$ cat src/verilog/ref_consts.svh
`ifndef REF_CONSTS_SVH
`define REF_CONSTS_SVH

// ****************************************************************
// training register address and field layout
// ****************************************************************
`define TRAIN_REG_ADDR 3'h6
`define TRAIN_EN_BIT 7
`define RANGE_SEL_BIT 6
`define LEVEL_MSB 5
`define FIRST_RESERVED_CODE 6'h33
`define LAST_VALID_CODE 6'h32

// ****************************************************************
// reference levels, hundredths of a percent of output supply
// ****************************************************************
`define RANGE1_BASE 14'h1770
`define RANGE2_BASE 14'h1194
`define LEVEL_STEP 14'h0041

// ****************************************************************
// timing
// ****************************************************************
`define CLK_PERIOD_NS 40
`define STEP_TIME_NS 150
`define MON_BASE_NS 10
`define MON_PER_PF_NS 15
`define SETTLE_CYC (`STEP_TIME_NS / `CLK_PERIOD_NS)

// ****************************************************************
// controller register map and fields
// ****************************************************************
`define CTRL_OFS 4'h0
`define MON_OFS 4'h4
`define SWEEP_OFS 4'h8
`define STAT_OFS 4'hc
`define CTRL_RST 9'h100
`define AUTO_TRAIN_BIT 8
`define MON_EN_BIT 0
`define ST_BUSY 0
`define ST_REFUSED 2
`define ST_FOUND 3

`endif

$ cat src/verilog/ref_pkg.sv
package ref_pkg;

    // device end: holding the level or settling to a new one
    typedef enum logic [0:0] {
        DEV_HOLD = 1'h0,
        DEV_SETTLE = 1'h1
    } dev_state_t;

    // controller end sequencing
    typedef enum logic [1:0] {
        CTL_IDLE = 2'h0,
        CTL_WAIT = 2'h1,
        CTL_CENTER = 2'h2
    } ctl_state_t;

endpackage

$ cat src/verilog/ref_link_if.sv
`timescale 1ns/100ps

// ****************************************************************
// mode register set link, controller to device
// ****************************************************************
interface ref_link_if;
    logic set_valid;
    logic [2:0] set_reg;
    logic [7:0] set_op;

    modport device (
        input set_valid,
        input set_reg,
        input set_op
    );

    modport controller (
        output set_valid,
        output set_reg,
        output set_op
    );
endinterface

$ cat src/verilog/ref_level_ctl.sv
// Our own choices: the Wishbone register port and the address map.
`timescale 1ns/100ps
`include "ref_consts.svh"

module ref_level_ctl (
    input wire logic clk_i,
    input wire logic rst_b_i,
    input wire logic wb_cyc_i,
    input wire logic wb_stb_i,
    input wire logic wb_we_i,
    input wire logic [3:0] wb_adr_i,
    input wire logic [3:0] wb_sel_i,
    input wire logic [31:0] wb_dat_i,
    output logic [31:0] wb_dat_o,
    output logic wb_ack_o,
    input wire logic eye_pass_i,
    output logic sample_o,
    output logic busy_o,
    ref_link_if.controller link
);

    // ****************************************************************
    // state
    // ****************************************************************
    logic ack_q;
    logic [31:0] rdata_q;
    logic [8:0] ctrl_q;
    logic mon_en_q;
    logic [7:0] pf_q;
    logic refused_q;
    logic found_q;
    logic [5:0] lo_q;
    logic [5:0] hi_q;
    logic [5:0] code_q;
    logic sw_range_q;
    logic sweeping_q;
    logic [12:0] elapsed_q;
    logic set_valid_q;
    logic [7:0] set_op_q;
    ref_pkg::ctl_state_t state_q;

    // ****************************************************************
    // bus decode
    // ****************************************************************
    wire logic acc;
    wire logic wr;
    wire logic wr_ctrl;
    wire logic wr_mon;
    wire logic wr_sweep;
    wire logic clr_ref;
    assign acc = wb_cyc_i && wb_stb_i && !ack_q;
    assign wr = acc && wb_we_i && wb_sel_i[0];
    assign wr_ctrl = wr && (wb_adr_i == `CTRL_OFS);
    assign wr_mon = wr && (wb_adr_i == `MON_OFS);
    assign wr_sweep = wr && (wb_adr_i == `SWEEP_OFS);
    assign clr_ref = wr && (wb_adr_i == `STAT_OFS)
        && wb_dat_i[`ST_REFUSED];

    // ****************************************************************
    // command acceptance
    // ****************************************************************
    wire logic busy;
    wire logic bad_code;
    wire logic go_single;
    wire logic go_sweep;
    wire logic refuse;
    assign busy = (state_q != ref_pkg::CTL_IDLE);
    assign bad_code = (wb_dat_i[`LEVEL_MSB:0] >= `FIRST_RESERVED_CODE);
    assign go_single = wr_ctrl && !busy && !bad_code;
    assign go_sweep = wr_sweep && !busy;
    assign refuse = (wr_ctrl && (busy || bad_code)) || (wr_sweep && busy);

    // training bit forced on when auto-train is set
    wire logic auto_eff;
    wire logic [7:0] single_op;
    assign auto_eff = wb_sel_i[1] ? wb_dat_i[`AUTO_TRAIN_BIT]
        : ctrl_q[`AUTO_TRAIN_BIT];
    assign single_op = {wb_dat_i[`TRAIN_EN_BIT] || auto_eff,
        wb_dat_i[6:0]};

    // ****************************************************************
    // settle wait and sweep steering
    // ****************************************************************

    // wait from the edge the device takes the command
    wire logic [12:0] mon_ns;
    wire logic [12:0] wait_ns;
    wire logic done;
    assign mon_ns = mon_en_q ? (13'(`MON_BASE_NS)
        + {5'h00, pf_q} * 13'(`MON_PER_PF_NS)) : 13'h0000;
    assign wait_ns = 13'(`STEP_TIME_NS) + 13'(`CLK_PERIOD_NS) + mon_ns;
    assign done = (state_q == ref_pkg::CTL_WAIT)
        && (elapsed_q >= wait_ns);

    wire logic samp;
    wire logic sweep_adv;
    wire logic center_issue;
    wire logic [6:0] lo_hi_sum;
    wire logic [5:0] mid;
    assign samp = done && sweeping_q;
    assign sweep_adv = samp && (code_q != `LAST_VALID_CODE);
    assign center_issue = (state_q == ref_pkg::CTL_CENTER) && found_q;
    assign lo_hi_sum = {1'h0, lo_q} + {1'h0, hi_q};
    assign mid = lo_hi_sum[6:1];

    // operand for the next command; sweep keeps training on
    wire logic issue;
    wire logic [7:0] next_op;
    assign issue = go_single || go_sweep || sweep_adv || center_issue;
    assign next_op = go_single ? single_op
        : go_sweep ? {1'h1, wb_dat_i[`RANGE_SEL_BIT], 6'h00}
        : center_issue ? {1'h1, sw_range_q, mid}
        : {1'h1, sw_range_q, code_q + 6'h01};

    // ****************************************************************
    // sequencer
    // ****************************************************************
    always_ff @(posedge clk_i or negedge rst_b_i)
    begin
        if (!rst_b_i)
        begin
            state_q <= ref_pkg::CTL_IDLE;
            sweeping_q <= 1'h0;
        end
        else
        begin
            case (state_q)
                ref_pkg::CTL_IDLE:
                begin
                    if (go_single || go_sweep)
                    begin
                        state_q <= ref_pkg::CTL_WAIT;
                    end
                    sweeping_q <= go_sweep;
                end
                ref_pkg::CTL_WAIT:
                begin
                    if (done && !sweep_adv)
                    begin
                        state_q <= sweeping_q ? ref_pkg::CTL_CENTER
                            : ref_pkg::CTL_IDLE;
                    end
                end
                ref_pkg::CTL_CENTER:
                begin
                    state_q <= found_q ? ref_pkg::CTL_WAIT
                        : ref_pkg::CTL_IDLE;
                    sweeping_q <= 1'h0;
                end
                default:
                begin
                    state_q <= ref_pkg::CTL_IDLE;
                end
            endcase
        end
    end

    // elapsed time and sweep position
    always_ff @(posedge clk_i or negedge rst_b_i)
    begin
        if (!rst_b_i)
        begin
            elapsed_q <= 13'h0000;
            code_q <= 6'h00;
            sw_range_q <= 1'h0;
        end
        else
        begin
            if (issue)
                elapsed_q <= 13'h0000;
            else if ((state_q == ref_pkg::CTL_WAIT) && !done)
                elapsed_q <= elapsed_q + 13'(`CLK_PERIOD_NS);
            if (go_sweep)
                code_q <= 6'h00;
            else if (sweep_adv)
                code_q <= code_q + 6'h01;
            if (go_sweep)
                sw_range_q <= wb_dat_i[`RANGE_SEL_BIT];
        end
    end

    // passing window of the sweep
    always_ff @(posedge clk_i or negedge rst_b_i)
    begin
        if (!rst_b_i)
        begin
            found_q <= 1'h0;
            lo_q <= 6'h00;
            hi_q <= 6'h00;
        end
        else if (go_sweep)
            found_q <= 1'h0;
        else if (samp && eye_pass_i)
        begin
            found_q <= 1'h1;
            hi_q <= code_q;
            if (!found_q)
                lo_q <= code_q;
        end
    end

    // ****************************************************************
    // software registers
    // ****************************************************************
    always_ff @(posedge clk_i or negedge rst_b_i)
    begin
        if (!rst_b_i)
        begin
            ctrl_q <= `CTRL_RST;
            mon_en_q <= 1'h0;
            pf_q <= 8'h00;
            refused_q <= 1'h0;
        end
        else
        begin
            if (go_single)
                ctrl_q <= {auto_eff, single_op};
            else if (center_issue)
                ctrl_q[7:0] <= {1'h1, sw_range_q, mid};
            if (wr_mon)
                mon_en_q <= wb_dat_i[`MON_EN_BIT];
            if (wr_mon && wb_sel_i[1])
                pf_q <= wb_dat_i[15:8];
            if (refuse)
                refused_q <= 1'h1;
            else if (clr_ref)
                refused_q <= 1'h0;
        end
    end

    // read selection; unmapped reads return zero
    wire logic [31:0] rd_mux;
    assign rd_mux = (wb_adr_i == `CTRL_OFS) ? {23'h0, ctrl_q}
        : (wb_adr_i == `MON_OFS) ? {16'h0, pf_q, 7'h0, mon_en_q}
        : (wb_adr_i == `SWEEP_OFS) ? {25'h0, sw_range_q, 6'h00}
        : (wb_adr_i == `STAT_OFS) ? {2'h0, code_q, 2'h0, hi_q, 2'h0,
            lo_q, 4'h0, found_q, refused_q, 1'h0, busy}
        : 32'h0;

    // one-cycle ack with registered data
    always_ff @(posedge clk_i or negedge rst_b_i)
    begin
        if (!rst_b_i)
        begin
            ack_q <= 1'h0;
            rdata_q <= 32'h0;
        end
        else
        begin
            ack_q <= acc;
            if (acc)
                rdata_q <= rd_mux;
        end
    end

    // command link register
    always_ff @(posedge clk_i or negedge rst_b_i)
    begin
        if (!rst_b_i)
        begin
            set_valid_q <= 1'h0;
            set_op_q <= 8'h00;
        end
        else
        begin
            set_valid_q <= issue;
            if (issue)
                set_op_q <= next_op;
        end
    end

    assign link.set_valid = set_valid_q;
    assign link.set_reg = `TRAIN_REG_ADDR;
    assign link.set_op = set_op_q;
    assign wb_ack_o = ack_q;
    assign wb_dat_o = rdata_q;
    assign sample_o = samp;
    assign busy_o = busy;

endmodule

$ cat src/flat_wrapper.sv
// flat-port wrapper written by rule: the top's interface ports become plain ports
module ref_level_ctl_flat 
  (clk_i, rst_b_i, wb_cyc_i, wb_stb_i, wb_we_i, wb_adr_i, wb_sel_i, wb_dat_i, wb_dat_o, wb_ack_o, eye_pass_i, sample_o, busy_o, link_set_valid, link_set_reg, link_set_op);
  ref_link_if link_i ();
  input wire logic clk_i;
  input wire logic rst_b_i;
  input wire logic wb_cyc_i;
  input wire logic wb_stb_i;
  input wire logic wb_we_i;
  input wire logic [3:0] wb_adr_i;
  input wire logic [3:0] wb_sel_i;
  input wire logic [31:0] wb_dat_i;
  output logic [31:0] wb_dat_o;
  output logic wb_ack_o;
  input wire logic eye_pass_i;
  output logic sample_o;
  output logic busy_o;
  output wire logic [$bits(link_i.set_valid)-1:0] link_set_valid;
  output wire logic [$bits(link_i.set_reg)-1:0] link_set_reg;
  output wire logic [$bits(link_i.set_op)-1:0] link_set_op;
  assign link_set_valid = link_i.set_valid;
  assign link_set_reg = link_i.set_reg;
  assign link_set_op = link_i.set_op;
  ref_level_ctl u_core (.clk_i(clk_i), .rst_b_i(rst_b_i), .wb_cyc_i(wb_cyc_i), .wb_stb_i(wb_stb_i), .wb_we_i(wb_we_i), .wb_adr_i(wb_adr_i), .wb_sel_i(wb_sel_i), .wb_dat_i(wb_dat_i), .wb_dat_o(wb_dat_o), .wb_ack_o(wb_ack_o), .eye_pass_i(eye_pass_i), .sample_o(sample_o), .busy_o(busy_o), .link(link_i));
endmodule
$ cat config.mk
export PLATFORM = sky130hd
export DESIGN_NAME = ref_level_ctl_flat
export DESIGN_NICKNAME = d
export VERILOG_FILES = /design/src/verilog/ref_pkg.sv /design/src/verilog/ref_link_if.sv /design/src/verilog/ref_level_ctl.sv /design/src/flat_wrapper.sv
export VERILOG_INCLUDE_DIRS = /design/src /design/src/verilog
export SDC_FILE = /design/constraint.sdc
export NUM_CORES = 1
export LEC_CHECK = 0
export BUFFER_PORTS_ARGS = -buffer_cell sky130_fd_sc_hd__buf_2
export CAP_MARGIN = 10
export CORE_MARGIN = 2
export CORE_UTILIZATION = 45
export DETAILED_ROUTE_END_ITERATION = 12
export GPL_TIMING_DRIVEN = 0
export PLACE_DENSITY = 0.74
export SLEW_MARGIN = 40
export SYNTH_ARGS = -nofsm -noshare
export SYNTH_HDL_FRONTEND = slang
export SYNTH_SLANG_ARGS = --single-unit
$ cat constraint.sdc
create_clock -name clk_i -period 5.8 [get_ports clk_i]
set_input_delay 0.29 -clock clk_i [delete_from_list [all_inputs] [get_ports clk_i]]
set_output_delay 0.29 -clock clk_i [all_outputs]
set_load 0.02 [all_outputs]
# After elaboration in Yosys (flattened, before gate mapping)
# Index checks and enable logic that the tools add are counted.
classes:
  reduce_logical: 45
  eq_ne: 8
  n_bitwise: 2
  n_mux: 25
  order_cmp: 2
  mul: 1
  addsub: 5
op_table:
  columns: ["operator", "count"]
  rows:
  - ["$mux W32", 2]
  - ["$mux W30", 2]
  - ["$mux W13", 3]
  - ["$mux W8", 3]
  - ["$logic_and A1 B1 Y1", 22]
  - ["$mux W6", 3]
  - ["$reduce_bool A2 Y1", 7]
  - ["$add A13 B6 Y13 const B", 1]
  - ["$add A4 B12 Y13 const A", 1]
  - ["$add A8 B13 Y13 const A", 1]
  - ["$ge A13 B13 Y1", 1]
  - ["$mul A8 B4 Y12 const B", 1]
  - ["$eq A4 B4 Y1 const B", 2]
  - ["$add A6 B6 Y7", 1]
  - ["$mux W7", 1]
  - ["$add A6 B1 Y6 const B", 1]
  - ["$ge A6 B6 Y1 const B", 1]
  - ["$logic_or A1 B1 Y1", 6]
  - ["$mux W1", 6]
  - ["$mux W2", 3]
  - ["$ne A6 B6 Y1 const B", 1]
  - ["$pmux W2 S3", 1]
  - ["$logic_not A1 Y1", 5]
  - ["$eq A4 B3 Y1 const B", 1]
  - ["10 further kinds", 12]
totals:
  reg_bits: 97
  out_inout_bits: 47
  inputBits: 46
  elab_cells: 105

# Longest topological paths before layout
depth:
  word_depth: 12
  mapped_depth: 21
  ltp_nobuf: 20

# Worst setup path after synthesis
# OpenSTA, ideal clock, no wires.
synth_path:
  path_kind: "register to register"
  from: "register u_core.pf_q[5]"
  to: "register u_core.lo_q[0]"
  arrival_time_ps: 5279
  path_slack_ps: 396
  n_path_buf: 1
  stages_incl_launch_ff: 19
  cell_sequence: "dfrtp_1 > inv_1 > fa_1 > fa_1 > inv_1 > ha_1 > ha_1 > or2_1 > or3_1 > o22ai_1 > mux2i_1 > nand3_1 > o31a_1 > ha_1 > nand4_1 > o21a_1 > buf_6 > nor4b_4 > mux2_4"
synth_between:
  elab_chain_len: 9
synth_lines:
  columns: ["item", "line_no", "rtl"]
  rows:
  - ["from (decl)", "ref_level_ctl.sv:29", "logic [7:0] pf_q;"]
  - ["from (signal assigned)", "ref_level_ctl.sv:223", "pf_q <= wb_dat_i[15:8];"]
  - ["$mul A8 B4 Y12", "ref_level_ctl.sv:90", "+ {5'h00, pf_q} * 13'(`MON_PER_PF_NS)) : 13'h0000;"]
  - ["$add A4 B12 Y13", "ref_level_ctl.sv:89", "assign mon_ns = mon_en_q ? (13'(`MON_BASE_NS)"]
  - ["$mux W13", "ref_level_ctl.sv:89", null]
  - ["$add A8 B13 Y13", "ref_level_ctl.sv:91", "assign wait_ns = 13'(`STEP_TIME_NS) + 13'(`CLK_PERIOD_NS) + mon_ns;"]
  - ["$ge A13 B13 Y1", "ref_level_ctl.sv:93", "&& (elapsed_q >= wait_ns);"]
  - ["$logic_and A1 B1 Y1", "ref_level_ctl.sv:93", null]
  - ["$logic_and A1 B1 Y1", "ref_level_ctl.sv:100", "assign samp = done && sweeping_q;"]
  - ["$logic_and A1 B1 Y1", "ref_level_ctl.sv:193", "else if (samp && eye_pass_i)"]
  - ["$reduce_and A3 Y1 (no source line)", null, null]
  - ["to (signal assigned)", "ref_level_ctl.sv:198", "lo_q <= code_q;"]
  - ["to (decl)", "ref_level_ctl.sv:32", "logic [5:0] lo_q;"]
# Every way passes these cells.
# A chain may end at the register's enable or synchronous reset.

# Worst setup path after layout
layout_path:
  from: "register u_core.pf_q[4]"
  to: "register u_core.hi_q[1]"
layout_between:
  elab_chain_len: 9
layout_lines:
  columns: ["item", "line_no", "rtl"]
  rows:
  - ["$mul A8 B4 Y12", "ref_level_ctl.sv:90", null]
  - ["$add A4 B12 Y13", "ref_level_ctl.sv:89", null]
  - ["$mux W13", "ref_level_ctl.sv:89", null]
  - ["$add A8 B13 Y13", "ref_level_ctl.sv:91", null]
  - ["$ge A13 B13 Y1", "ref_level_ctl.sv:93", null]
  - ["$logic_and A1 B1 Y1", "ref_level_ctl.sv:93", null]
  - ["$logic_and A1 B1 Y1", "ref_level_ctl.sv:100", null]
  - ["$logic_and A1 B1 Y1", "ref_level_ctl.sv:193", null]
  - ["$reduce_and A2 Y1 (no source line)", null, null]
  - ["to (signal assigned)", "ref_level_ctl.sv:196", "hi_q <= code_q;"]
  - ["to (decl)", "ref_level_ctl.sv:33", "logic [5:0] hi_q;"]
# Every way passes these cells.

==> metrics <==
run status completed; count of port buffers added during placement 67; combined area of all synthesized cells 5857 um2; count of cell types in the netlist 70; Psw 859.1 uW; leakage power figure between 3 and 4 nW; weighted congestion at the end of routability-driven global placement 0.9217; slew at the pin with the worst max-slew slack 656.4 ps; worst path required time 6030 ps; sequential share of power roughly 40%; proportion of power drawn by the clock network 25.9%; detailed-route via count 4739; Worst Path Max Fanout 9; combinational share of power 34.9%; area of all placed cells without fillers 6910 um2; top_reg_cell synth dfrtp_1; ys async rst share 100.0%; layout filler cell count between 1000 and 1500; slew margin rel. between 50 and 60%; Vias/cell 5.466; maximum number of pins on one net before global-route repair 60; Layout area overhead 17.99%; internal power 1.395 mW; classification of the worst-slack hold path in -> reg; layout cell share with drive strength beyond 1 about a fifth; count of warnings emitted by yosys 0; wire per inst between 15 and 20 um; Seq/Total Area, Yosys 38.47%; PwrDens 326.2 nW/um2; number of setup violations in the final report 0; area of the core region 12670 um2; Root Buffer Master clkbuf_16; residual antenna-violating net count after detailed routing 0; fraction of synthesized cell area taken by the top area cell type 38.03%; cell types with the largest area share after synthesis dfrtp_1, ha_1, nand2_1; number of diodes added for antenna fixing 0; startpoint type of the worst setup path flip-flop; Post-synth EDFFs 0; post-synth top area cell dfrtp_1; CTS max path bufs 2; switching power share of the total 38.11%; global-route usage over all layers 21.22%; final setup skew approximately 8.1 ps; Horiz. Die Dim 118.1 um; DP Area ~6500 um2; Starting Density 46.22%; number of antenna violations at the first check in global routing 0; final total power roughly 2.3 mW; hold slack 188.9 ps; DRC viols 0; crit path kind reg -> reg; endpoint kind of the worst setup timing path flip-flop; Die Outline Area 13940 um2; clock slew seen by the registers of the worst setup and hold paths 80 ps; total of max-cap violations 0; fin crit period between 5000 and 6000 ps; initial DRC count ~380; die outline height 118.1 um; H-Tree Depth 3; TritonCTS clock tree built; upper clock frequency limit 179.9 MHz; boundary pin count 93; final period utilization between 90% and 100%; max-slew violation count 0; number of clock sinks 90; Data arrival, critical path about 5800 ps; average cell area after synthesis just under 10 um2; Post-Syn Instances 593; detailed placement HPWL 10830 um; number of register bits inferred by synthesis 90; wire length of the first global-routing pass 23850 um; maximum ir drop on the vdd rail between 0.15 and 0.2 mV; total grt overflow 0; number of buffers created by CTS 9; number of global-route vias before repair 4799; Final Hold Viols 0; wirelength, routed 14300 um; clock latency of the later-clocked register in the worst-skew pair roughly 350 ps; post-layout net count 797; number of detailed-routing iterations run before antenna repair 6; FP Rows 41
## synthesized netlist by cell type (2+ instances only)
cell	count
fa_1	13
o31ai_1	8
nor2_1	36
mux2_4	6
a22oi_1	3
a31o_1	2
nand3_1	31
mux2i_1	17
nand4_1	2
conb_1	2
a31oi_1	6
a21oi_1	22
nor3_1	5
a211oi_1	8
nand2_1	85
mux2_1	11
or3_1	4
o21ai_0	17
xor2_1	13
mux2_2	10
o21a_1	6
buf_2	3
and4_1	2
or2_2	2
nand2b_1	3
buf_4	7
ha_1	48
a221oi_1	2
o22ai_1	3
a21boi_0	2
and3_1	5
o21ai_1	7
o21ai_2	2
xnor2_1	12
o211ai_1	4
inv_1	29
o211a_1	3
buf_6	2
nor2b_1	6
dfrtp_1	89
and2_1	4
clkbuf_1	14
a21o_1	8
or4_1	3
## what timing repair did
item | in CTS | in global routing
cloned | 0 | 0
setup endpoints to repair | 26 | 29
hold buffers | 1 | 0
hold endpoints to repair | 31 | 0
pin swaps | 1 | 4
setup buffers | 2 | 10
gates resized for setup | 2 | 7
## worst paths after layout
path | from | end | slack (ps) | cells past startpoint
worst min register to register | u_core.wb_dat_o[1] | u_core.wb_dat_o[1] | 460 | 2
worst max-delay path | u_core.pf_q[4] | u_core.hi_q[1] | 240 | 18
worst max register to register | u_core.pf_q[4] | u_core.hi_q[1] | 240 | 18
worst min-delay path | wb_dat_i[13] | u_core.pf_q[5] | 190 | 2
max in group asynchronous | rst_b_i | u_core.ctrl_q[8] | 4790 | 3
min in group asynchronous | rst_b_i | u_core.link.set_op[1] | 390 | 2
## power by group through the flow
stage          clock network, mW  logic [mW]  registers (mW)
6_report                   0.585       0.787           0.882
2_1_floorplan                  0       0.530           0.882
3_5_place_dp                   0       0.751           0.892
3_3_place_gp                   0       0.723           0.888
5_1_grt                    0.620       0.875           0.903
4_1_cts                    0.594       0.761           0.881
## layout by cell type, fill, tap and decap left out, drive strengths merged, types with 6 or more instances in the layout
master	instances
o21ai	27
dfrtp	89
nand3	31
nor2	36
a21o	8
o21a	6
nand2	85
conb	7
inv	32
mux2i	17
nor2b	6
o31ai	8
a31oi	6
xnor2	12
a21oi	23
mux2	27
xor2	13
fa	13
clkbuf	23
a211oi	8
ha	48
buf	93
## per-stage QoR
| stage | setup slack, ps | TNS [ps] | std cells | util (%) |
|---|---|---|---|---|
| CTS | 109.2 | 0 | 857 | 53.55 |
| global placement | -36.93 | -218.1 | 837 | 50.72 |
| finish | 242.3 | 0 | 867 | 54.54 |
| global route | -3.942 | -3.942 | 867 | 54.54 |
| floorplan | 396.1 | 0 | 598 | - |
| detailed placement | -155.6 | -1200 | 838 | 50.98 |
## flip-flops by register name, summed over array words and instances (netlist names)
signal                 cells
u_core.wb_ack_o            1
u_core.wb_dat_o           28
u_core.lo_q                6
u_core.link.set_op         8
u_core.sw_range_q          1
u_core.found_q             1
u_core.sweeping_q          1
u_core.elapsed_q          10
u_core.code_q              6
u_core.mon_en_q            1
u_core.link.set_valid      1
u_core.state_q             2
u_core.ctrl_q              9
u_core.pf_q                8
u_core.refused_q           1
u_core.hi_q                6
## kinds of logic (layout without fill, tap and decap cells)
group	after synthesis	after routing	synth area share, %
XOR/XNOR	25	25	3.739
AND/OR/NAND/NOR	197	197	15.98
buffers and inverters	57	154	4.443
adder cells (fa/ha/maj)	61	61	14.70
multiplexers	44	44	8.481
AO/OA/AOI/OAI	117	117	14.06
flip-flops	90	90	38.47
other	2	7	0.1282
## metal layers
metal	vias up	track usage (%)	wire length [um]
met5	-	0	0
met1	2346	27.37	6430
met3	9	3.634	486
li1	2268	-	-
met4	0	5.648	128
met2	116	36.74	7251
## critical path, stage by stage, from the launching register on
cell     delay (ps)
dfrtp_2         490
fa_1            560
inv_1            60
fa_1            520
inv_1            50
ha_1            280
ha_1            260
or2_1           240
or3_1           310
o22ai_1         180
mux2i_1         260
nand3_1         160
o31a_1          340
ha_1            340
nand4_1         210
o21a_1          240
buf_6           150
nor3b_4         430
mux2_1          370
## area by class of cell
cell class / count / area (um2) / share of cell area, %
multi-input combinational: 451 / 3398 / 49.18
sequential: 90 / 2257 / 32.66
timing repair buffer: 81 / 481.7 / 6.971
clock buffer: 9 / 225.2 / 3.259
tap: 172 / 215.2 / 3.114
buffer: 27 / 146.4 / 2.118
inverter: 30 / 113.9 / 1.648
clock inverter: 7 / 72.57 / 1.050
Power figures use the tool's default switching activity.
